$ cat src/rtl/pes_cfg.svh
// Register offsets, field positions and reset values of the event, page and counter bank.
// Assumes inclusion by bare name from the package and the design modules.
`ifndef PES_CFG_SVH
`define PES_CFG_SVH
// Register indices; the byte address on APB is four times the index
`define PES_IDX_STATUS_ENABLE 6'h12
`define PES_IDX_PAGE_SELECT 6'h13
`define PES_IDX_FALSE_CARRIER 6'h14
`define PES_IDX_RX_ERROR 6'h15
`define PES_IDX_MODE_CONTROL 6'h20
`define PES_ADDR_LSB 2
`define PES_ADDR_MSB 7
// Status and enable field layout
`define PES_PEND_MSB 15
`define PES_PEND_LSB 8
`define PES_EN_MSB 7
`define PES_EN_LSB 0
// Page select field
`define PES_PAGE_MSB 2
`define PES_PAGE_LSB 0
`define PES_PAGE_EXTENDED 3'h0
// Mode control fields
`define PES_MODE_GLOBAL_EN 0
`define PES_MODE_TS_SEL 1
`define PES_MODE_ALT_LSB 2
`define PES_MODE_ALT_MSB 3
// Counter field and reset values
`define PES_CNT_MSB 7
`define PES_CNT_LSB 0
`define PES_CNT_WIDTH 8
`define PES_RESET_BYTE 8'h00
`define PES_RESET_PAGE 3'h0
`define PES_RESET_WORD 32'h0000_0000
`endif

$ cat src/rtl/pes_pkg.sv
// Types shared by the event, page and counter bank.
// Assumes the constants header sits in the include path.
`include "pes_cfg.svh"
package pes_pkg;
	typedef logic [31:0] pes_word_type;
	typedef struct packed {
		logic [7:0] pend;
		logic [7:0] en;
		logic [2:0] page;
		logic glob_en;
		logic ts_sel;
		logic [1:0] alt_sel;
		logic carrier_d;
		logic seen_bad;
		logic seen_coll;
		logic ready;
		pes_word_type rdata;
		logic slverr;
		logic irq;
	} pes_state_type;
endpackage : pes_pkg

$ cat src/rtl/pes_cnt_if.sv
// Link between the register bank and one saturating event counter.
// Assumes both ends run on the bank clock.
`timescale 1ns/1ps
interface pes_cnt_if #(parameter int WIDTH = 8);
	logic inc;
	logic clr;
	logic [WIDTH-1:0] clr_val;
	logic [WIDTH-1:0] count;
	logic half;
	modport bank (output inc, output clr, output clr_val, input count, input half);
	modport counter (input inc, input clr, input clr_val, output count, output half);
endinterface : pes_cnt_if

$ cat src/rtl/pes_regs.sv
// Event status and enable, page select and the two error counters behind an APB slave.
// Assumes event inputs are one-cycle pulses and carrier and collision are levels, all on pclk.
//
// How it works
// With alternate selection off, status bit 8 flags receive error half-full; read clears.
// With alternate selection on, status bit 8 flags a control frame; read clears.
// Enable bits 7..4 gate link quality, energy detect, link and speed interrupts.
// Enable bit 3 gates duplex change, or time sync when that mode is chosen.
// Enable bit 2 gates the auto-negotiation complete interrupt.
// Enable bit 1 gates false carrier half-full, or either counter half-full.
// Enable bit 0 gates receive error half-full, or the control frame event.
// Three-bit page field, reset zero, picks the page answering at 14h and 15h.
// Reserved upper bits of page and counter registers ignore writes, read zero.
// False carrier counter counts each event, sticks at FFh, clears on read.
// Receive error counts only under valid carrier with an invalid symbol seen.
// Receive error counter advances at most once per carrier event.
// A carrier event with collision never advances the receive error counter.
// Receive error counter saturates at maximum and clears on read.
// Pending bits set regardless of enables; interrupt needs event and global enable.
// Global interrupt enable, reset zero, permits the per-event interrupts.
// Half-full means the counter top bit rises at 80h; one event then.
// One alternate-function selection field serves every alternate choice; the time sync choice uses its own ts_sel bit instead.
`timescale 1ns/1ps
`include "pes_cfg.svh"
module pes_regs (
	// Clock and reset
	input wire logic pclk,
	input wire logic presetn,
	// APB slave
	input wire logic psel,
	input wire logic penable,
	input wire logic pwrite,
	input wire logic [31:0] paddr,
	input wire pes_pkg::pes_word_type pwdata,
	output logic pready,
	output pes_pkg::pes_word_type prdata,
	output logic pslverr,
	// Event pulses
	input wire logic link_quality_evt,
	input wire logic energy_detect_evt,
	input wire logic link_change_evt,
	input wire logic speed_change_evt,
	input wire logic duplex_change_evt,
	input wire logic time_sync_evt,
	input wire logic autoneg_done_evt,
	input wire logic ctrl_frame_evt,
	input wire logic false_carrier_evt,
	// Receive path levels and pulses
	input wire logic carrier_valid,
	input wire logic invalid_symbol,
	input wire logic collision,
	// Results
	output logic irq,
	output logic [2:0] page_select
);
	import pes_pkg::*;
	pes_state_type state_reg;
	pes_state_type state_next;
	pes_cnt_if #(.WIDTH(`PES_CNT_WIDTH)) fc_if ();
	pes_cnt_if #(.WIDTH(`PES_CNT_WIDTH)) re_if ();
	logic [5:0] idx;
	logic setup;
	logic access;
	logic rd_done;
	logic wr_done;
	logic alt_on;
	logic [7:0] set_bits;
	logic [7:0] clr_bits;
	logic re_inc;
	logic paged_ok;
	pes_word_type rd_word;
	logic rd_err;

	pes_sat_counter #(.WIDTH(`PES_CNT_WIDTH)) u_false_carrier (
		.pclk(pclk),
		.presetn(presetn),
		.cnt(fc_if)
	);
	pes_sat_counter #(.WIDTH(`PES_CNT_WIDTH)) u_rx_error (
		.pclk(pclk),
		.presetn(presetn),
		.cnt(re_if)
	);

	assign idx = paddr[`PES_ADDR_MSB:`PES_ADDR_LSB];
	assign setup = psel && !penable;
	assign access = psel && penable && state_reg.ready;
	assign rd_done = access && !pwrite && !state_reg.slverr;
	assign wr_done = access && pwrite && !state_reg.slverr;
	assign alt_on = |state_reg.alt_sel;
	assign paged_ok = (state_reg.page == `PES_PAGE_EXTENDED);

	// Read data and address decode, taken in the setup cycle
	always_comb begin
		rd_word = `PES_RESET_WORD;
		rd_err = 1'b0;
		if (paddr[1:0] != 2'h0 || paddr[31:`PES_ADDR_MSB+1] != '0) begin
			rd_err = 1'b1;
		end else begin
			case (idx)
				`PES_IDX_STATUS_ENABLE: begin
					rd_word[`PES_PEND_MSB:`PES_PEND_LSB] = state_reg.pend;
					rd_word[`PES_EN_MSB:`PES_EN_LSB] = state_reg.en;
				end
				`PES_IDX_PAGE_SELECT: begin
					rd_word[`PES_PAGE_MSB:`PES_PAGE_LSB] = state_reg.page;
				end
				`PES_IDX_FALSE_CARRIER: begin
					rd_err = !paged_ok;
					rd_word[`PES_CNT_MSB:`PES_CNT_LSB] = fc_if.count;
				end
				`PES_IDX_RX_ERROR: begin
					rd_err = !paged_ok;
					rd_word[`PES_CNT_MSB:`PES_CNT_LSB] = re_if.count;
				end
				`PES_IDX_MODE_CONTROL: begin
					rd_word[`PES_MODE_GLOBAL_EN] = state_reg.glob_en;
					rd_word[`PES_MODE_TS_SEL] = state_reg.ts_sel;
					rd_word[`PES_MODE_ALT_MSB:`PES_MODE_ALT_LSB] = state_reg.alt_sel;
				end
				default: begin
					rd_err = 1'b1;
				end
			endcase
		end
		if (rd_err) begin
			rd_word = `PES_RESET_WORD;
		end
	end

	// Event sources onto the pending bits, which set whatever the enables say
	always_comb begin
		set_bits = `PES_RESET_BYTE;
		set_bits[7] = link_quality_evt;
		set_bits[6] = energy_detect_evt;
		set_bits[5] = link_change_evt;
		set_bits[4] = state_reg.ts_sel ? (speed_change_evt || duplex_change_evt)
			: speed_change_evt;
		set_bits[3] = state_reg.ts_sel ? time_sync_evt : duplex_change_evt;
		set_bits[2] = autoneg_done_evt;
		set_bits[1] = alt_on ? (fc_if.half || re_if.half) : fc_if.half;
		set_bits[0] = alt_on ? ctrl_frame_evt : re_if.half;
	end

	// Receive error qualification across one carrier event
	assign re_inc = state_reg.carrier_d && !carrier_valid && state_reg.seen_bad
		&& !state_reg.seen_coll;

	assign fc_if.inc = false_carrier_evt;
	assign re_if.inc = re_inc;
	assign fc_if.clr = rd_done && (idx == `PES_IDX_FALSE_CARRIER);
	assign re_if.clr = rd_done && (idx == `PES_IDX_RX_ERROR);
	assign fc_if.clr_val = state_reg.rdata[`PES_CNT_MSB:`PES_CNT_LSB];
	assign re_if.clr_val = state_reg.rdata[`PES_CNT_MSB:`PES_CNT_LSB];

	// Only the pending bits that the read returned are cleared
	always_comb begin
		clr_bits = `PES_RESET_BYTE;
		if (rd_done && (idx == `PES_IDX_STATUS_ENABLE)) begin
			clr_bits = state_reg.rdata[`PES_PEND_MSB:`PES_PEND_LSB];
		end
	end

	always_comb begin
		state_next = state_reg;
		// Pending bits: set wins over clear
		state_next.pend = (state_reg.pend & ~clr_bits) | set_bits;
		// Carrier tracking
		state_next.carrier_d = carrier_valid;
		if (carrier_valid) begin
			state_next.seen_bad = state_reg.seen_bad || invalid_symbol;
			state_next.seen_coll = state_reg.seen_coll || collision;
		end else begin
			state_next.seen_bad = 1'b0;
			state_next.seen_coll = 1'b0;
		end
		// Register writes at the completing edge
		if (wr_done) begin
			case (idx)
				`PES_IDX_STATUS_ENABLE: begin
					state_next.en = pwdata[`PES_EN_MSB:`PES_EN_LSB];
				end
				`PES_IDX_PAGE_SELECT: begin
					state_next.page = pwdata[`PES_PAGE_MSB:`PES_PAGE_LSB];
				end
				`PES_IDX_MODE_CONTROL: begin
					state_next.glob_en = pwdata[`PES_MODE_GLOBAL_EN];
					state_next.ts_sel = pwdata[`PES_MODE_TS_SEL];
					state_next.alt_sel = pwdata[`PES_MODE_ALT_MSB:`PES_MODE_ALT_LSB];
				end
				default: begin
				end
			endcase
		end
		// APB answer: no wait state, data and error fixed in the setup cycle
		if (setup) begin
			state_next.ready = 1'b1;
			state_next.rdata = pwrite ? `PES_RESET_WORD : rd_word;
			state_next.slverr = rd_err;
		end else if (access) begin
			state_next.ready = 1'b0;
			state_next.rdata = `PES_RESET_WORD;
			state_next.slverr = 1'b0;
		end
		// Interrupt needs a pending bit, its enable and the global enable
		state_next.irq = state_reg.glob_en && |(state_reg.pend & state_reg.en);
	end

	always_ff @(posedge pclk or negedge presetn) begin
		if (!presetn) begin
			state_reg <= '0;
		end else begin
			state_reg <= state_next;
		end
	end

	assign pready = state_reg.ready;
	assign prdata = state_reg.rdata;
	assign pslverr = state_reg.slverr;
	assign irq = state_reg.irq;
	assign page_select = state_reg.page;
endmodule : pes_regs

$ cat src/rtl/pes_sat_counter.sv
// Saturating clear-on-read event counter with a half-full pulse.
// Assumes increments and clears come synchronous to pclk.
`timescale 1ns/1ps
`include "pes_cfg.svh"
module pes_sat_counter #(
	parameter int WIDTH = `PES_CNT_WIDTH
) (
	// Clock and reset
	input wire logic pclk,
	input wire logic presetn,
	// Bank side
	pes_cnt_if.counter cnt
);
	import pes_pkg::*;
	typedef struct packed {
		logic [WIDTH-1:0] count;
		logic half;
	} pes_cnt_state_type;
	localparam logic [WIDTH-1:0] MAX_COUNT = {WIDTH{1'b1}};
	localparam logic [WIDTH-1:0] ONE = {{(WIDTH-1){1'b0}}, 1'b1};
	pes_cnt_state_type state_reg;
	pes_cnt_state_type state_next;
	logic [WIDTH-1:0] base;
	always_comb begin
		state_next = state_reg;
		base = state_reg.count;
		// Remove only what the read showed, so a late event survives the clear
		if (cnt.clr) begin
			base = state_reg.count - cnt.clr_val;
		end
		state_next.count = base;
		if (cnt.inc && (base != MAX_COUNT)) begin
			state_next.count = base + ONE;
		end
		state_next.half = state_next.count[WIDTH-1] && !state_reg.count[WIDTH-1];
	end
	always_ff @(posedge pclk or negedge presetn) begin
		if (!presetn) begin
			state_reg <= '0;
		end else begin
			state_reg <= state_next;
		end
	end
	assign cnt.count = state_reg.count;
	assign cnt.half = state_reg.half;
endmodule : pes_sat_counter
$ cat config.mk
export PLATFORM = sky130hd
export DESIGN_NAME = pes_regs
export DESIGN_NICKNAME = d
export VERILOG_FILES = /design/src/rtl/pes_pkg.sv /design/src/rtl/pes_cnt_if.sv /design/src/rtl/pes_regs.sv /design/src/rtl/pes_sat_counter.sv
export VERILOG_INCLUDE_DIRS = /design/src /design/src/rtl
export SDC_FILE = /design/constraint.sdc
export NUM_CORES = 1
export LEC_CHECK = 0
export BUFFER_PORTS_ARGS = -buffer_cell sky130_fd_sc_hd__buf_4
export CORE_ASPECT_RATIO = 1.25
export CORE_MARGIN = 2
export CORE_UTILIZATION = 40
export CTS_BUF_LIST = sky130_fd_sc_hd__clkbuf_16
export CTS_CLUSTER_DIAMETER = 50
export CTS_CLUSTER_SIZE = 14
export DETAILED_ROUTE_END_ITERATION = 6
export GPL_TIMING_DRIVEN = 0
export MAX_ROUTING_LAYER = met4
export PLACE_DENSITY = 0.69
export REMOVE_ABC_BUFFERS = 1
export SYNTH_ARGS = -nofsm -noshare
export SYNTH_HDL_FRONTEND = slang
export SYNTH_SLANG_ARGS = --single-unit
$ cat constraint.sdc
create_clock -name pclk -period 3.22 [get_ports pclk]
set_input_delay 0.322 -clock pclk [delete_from_list [all_inputs] [get_ports pclk]]
set_output_delay 0.322 -clock pclk [all_outputs]
set_load 0.005 [all_outputs]
==> results.md <==
Timing:
- The normalized max-slew margin is 28.8%.
- Adding up every negative setup slack in the final design gives 0 ns.
- The final number of max-transition violations is 0.
- Timing would allow up to 325 MHz.
- The final worst hold slack is 0.0678 ns.
- Dividing the final minimum period by the clock period gives 95.5%.
- The transition at the pin with the smallest max-transition slack is 1.06 ns.
- The final critical path time including I/O delays and setup is 3.08 ns.
- The final clock skew is 0.00892 ns.
- The hold violation count in the final report is 0.
- The post-route worst setup slack is 0.144 ns.
- The final-report setup violation count is 0.
- Setup repair after global routing left no endpoint under its margin.

Drt:
- In the routed layout, each cell is associated on average with a via count of 5.55.
- Across all layers, the routed design uses 3507 vias.
- The iteration-0 DRC count of the detailed router is 203.
- The post-detailed-route wirelength per cell is 16.5 um.
- The residual antenna-violating net count after detailed routing is 0.
- For this run, the detailed router's first-pass iteration total came to 4.
- The final wirelength is 10.4 mm.
- The DRC violation count after routing is 0.

Worst setup path:
- The critical register-to-register path startpoint is u_rx_error.cnt.count[0].
- The capture point of the worst reg-to-reg path is u_rx_error.cnt.half.
- The most numerous cell type found on the critical path is inv_1.
- The launching element type of the critical path is a register.
- The number of cell instances on the worst register-to-register path is 11.
- The type of the setup path with the least slack is register to register.
- Setup slack on the worst reg-to-reg path comes out at 0.14 ns.
- For the worst setup path, the data required time is 3.42 ns.
- Data on the critical path arrives at its endpoint at 3.27 ns.
- The critical path goes through inv_1 -> ha_1 -> inv_1 -> fa_1 -> and3_1 -> o311a_1 -> o21a_1 -> o31ai_2 -> and2_1 -> nand2_1 -> a211oi_2.
- In this design, the largest share of critical-path delay is due to compound AO/OA/AOI/OAI gates.
- On the worst path, the slowest cell contributes a delay of 0.42 ns.
- The count of buffer and inverter cells on the critical path is 2.
- STA classifies the critical path endpoint as a register.
- The standard cell with the maximum stage delay on the critical path is a211oi_2.
- Of all nets on the critical path, the largest fanout is 4.

Synth:
- Yosys mapped a number of flops with a built-in enable equal to 0.
- The flip-flop and latch count after synthesis is 63.
- The synthesized netlist occupies a cell area of 4280 um^2.
- Sorting the synthesized cells by area gives the leading types as dfrtp_1 (37%), buf_4 (6.3%), mux2_2 (6.3%).
- Counting distinct cell types in the post-synthesis netlist gives 73.
- The mean area per synthesized cell is 9.91 um^2.
- The predominant post-synthesis flop cell is dfrtp_1.
- The register area share after synthesis is 36.8%.
- The async set or reset register ratio after synthesis is 100%.
- The instance count of the mapped netlist is 432.
- The dominant cell type by area after synthesis is dfrtp_1.
- The synthesized design devotes to its leading area cell type 36.8% of total area.
- The warning count from the yosys run is 0.

Clocking:
- Counting the buffers created by CTS gives 9.
- After clock tree synthesis, the clock-pin slew on the worst setup and hold paths is 0.05 ns.
- The insertion delay of the later-clocked pin in the worst-skew pair is 0.33 ns.
- The hold buffer count at cts is 0.
- CTS built an H-tree with a depth of 3.
- The number of sinks driven by the clock tree is 63.
- CTS placed an instance of clkbuf_16 at the clock tree root.
- The longest clock path from root to sink contains 2 buffers.
- TritonCTS built the clock tree.

Cells and area:
- The repair_antennas step left the layout with diodes totalling 0.
- The register with the most flip-flops in the layout has 23 of them.
- The leading cell type in the layout, fill and taps excluded is buf_4.
- The utilization after layout is 48.8%.
- Relative to the synthesized area, the layout overhead comes to 19.8%.
- The top cell types in the final layout, fill and taps aside, are buf_4 (81), dfrtp_1 (62), nand2_1 (45).
- The number of nets in the layout is 597.
- The layout has 1006 filler cells.
- The proportion of layout cells with a drive suffix above 1 is 29.8%.

Global route:
- The via count of the first global-routing pass is 3424.
- The initial antenna violation count is 0.
- The leftover overflow at the end of global routing is 0.
- The maximum number of pins on one net before global-route repair is 64.
- The global-route wire length before repair is 17.1 mm.
- The total track usage is 19.8%.

Pwr:
- The maximum resistive drop on vdd is 0.000293 V.
- The power after layout is 2.94 mW.
- Power spread over the standard cell area amounts to 574 nW/um^2.
- In this run the static leakage power is 2.27 nW.

Floorplan:
- The starting density of the core is 40.7%.
- The initialized floorplan defines 42 standard-cell rows.
- The die width is 96.5 um.
- The area of the core is 10500 um^2.
- The count of pins on the block boundary is 119.
- From bottom edge to top edge, the die measures 120 um.
- The full die area is 11500 um^2.

Placement:
- Input and output buffers added on the ports amount to 78.
- The global placer's final weighted congestion is 0.851.
- The worst-case setup slack after placement is 0.00781 ns.
- Detailed placement finished with a half-perimeter wire length of 7.97 mm.

Job:
- The max-cap violation count is 0.

Min path:
- The tightest min-delay check is of the primary input to asynchronous set/reset pin type.

Run status:
- The run finished with clean final reports.
[cell families (layout without fill, tap and decap cells)]
logic type               after synthesis  count (layout)  share of synthesized area (%)
buffers and inverters                 61             114                           8.60
flip-flops                            63              63                           36.8
other                                  1              16                         0.0876
AND/OR/NAND/NOR                      140             140                           19.1
XOR/XNOR                              13              13                           3.01
AO/OA/AOI/OAI                        104             104                           18.3
multiplexers                          30              30                           7.89
adder cells (fa/ha/maj)               20              20                           6.20
[layer usage]
metal	GRT usage (%)	vias to the layer above	part of all wire [%]
li1	-	1676	-
met1	24.6	1712	41
met2	32.0	102	53
met3	2.45	17	4.8
met4	8.63	0	2.0
met5	-	-	0
[what timing repair did]
action	CTS	global route
endpoints found under the setup margin	1	3
setup buffers	0	3
pin swaps	0	1
gates resized for setup	1	4
[report_power, final]
part,internal (mW),switching [mW],leakage (nW)
registers,0.878,0.104,0.817
logic,0.455,0.501,1.30
clock network,0.664,0.340,0.154
total,2.00,0.945,2.27
[worst max path at each step]
| stage | start | slack, ns | depth (start not counted) | end |
|---|---|---|---|---|
| finish | u_rx_error.cnt.count[0] | 0.14 | 11 | u_rx_error.cnt.half |
| global route | u_rx_error.cnt.count[0] | 0.004 | 11 | u_rx_error.cnt.half |
| CTS | prdata[0] | 0.1 | 11 | u_rx_error.cnt.half |
| detailed placement | prdata[0] | 0.008 | 10 | u_rx_error.cnt.half |
| global placement | prdata[0] | 0.006 | 10 | u_rx_error.cnt.half |
| floorplan | pslverr | 0.49 | 10 | u_rx_error.cnt.count[1] |
[metrics by stage]
step / cell area [um^2] / cells
after floorplan: 4030 / 403
after global placement: 4780 / 613
after detailed placement: 4790 / 614
after CTS: 5100 / 629
after global routing: 5130 / 632
final: 5130 / 632
[Yosys cell counts, drive strengths merged, types with 6 or more instances]
library cell / n
a21o: 6
a21oi: 17
a22o: 8
a22oi: 8
buf: 39
dfrtp: 63
ha: 18
inv: 17
mux2: 27
nand2: 47
nand3: 8
nor2: 19
nor2b: 6
nor3: 13
nor3b: 6
nor4: 8
o21a: 6
o21ai: 20
xnor2: 9
[cell type report]
class                      instances  area, um^2  share of cell area, %
inverter                          17        63.8                   1.24
multi-input combinational        323        2400                   46.8
tap                              132         165                   3.22
clock inverter                     6        77.6                   1.51
clock buffer                       9         225                   4.39
sequential                        63        1580                   30.8
timing repair buffer              82         619                   12.1
(Power assumes the default switching activity.)
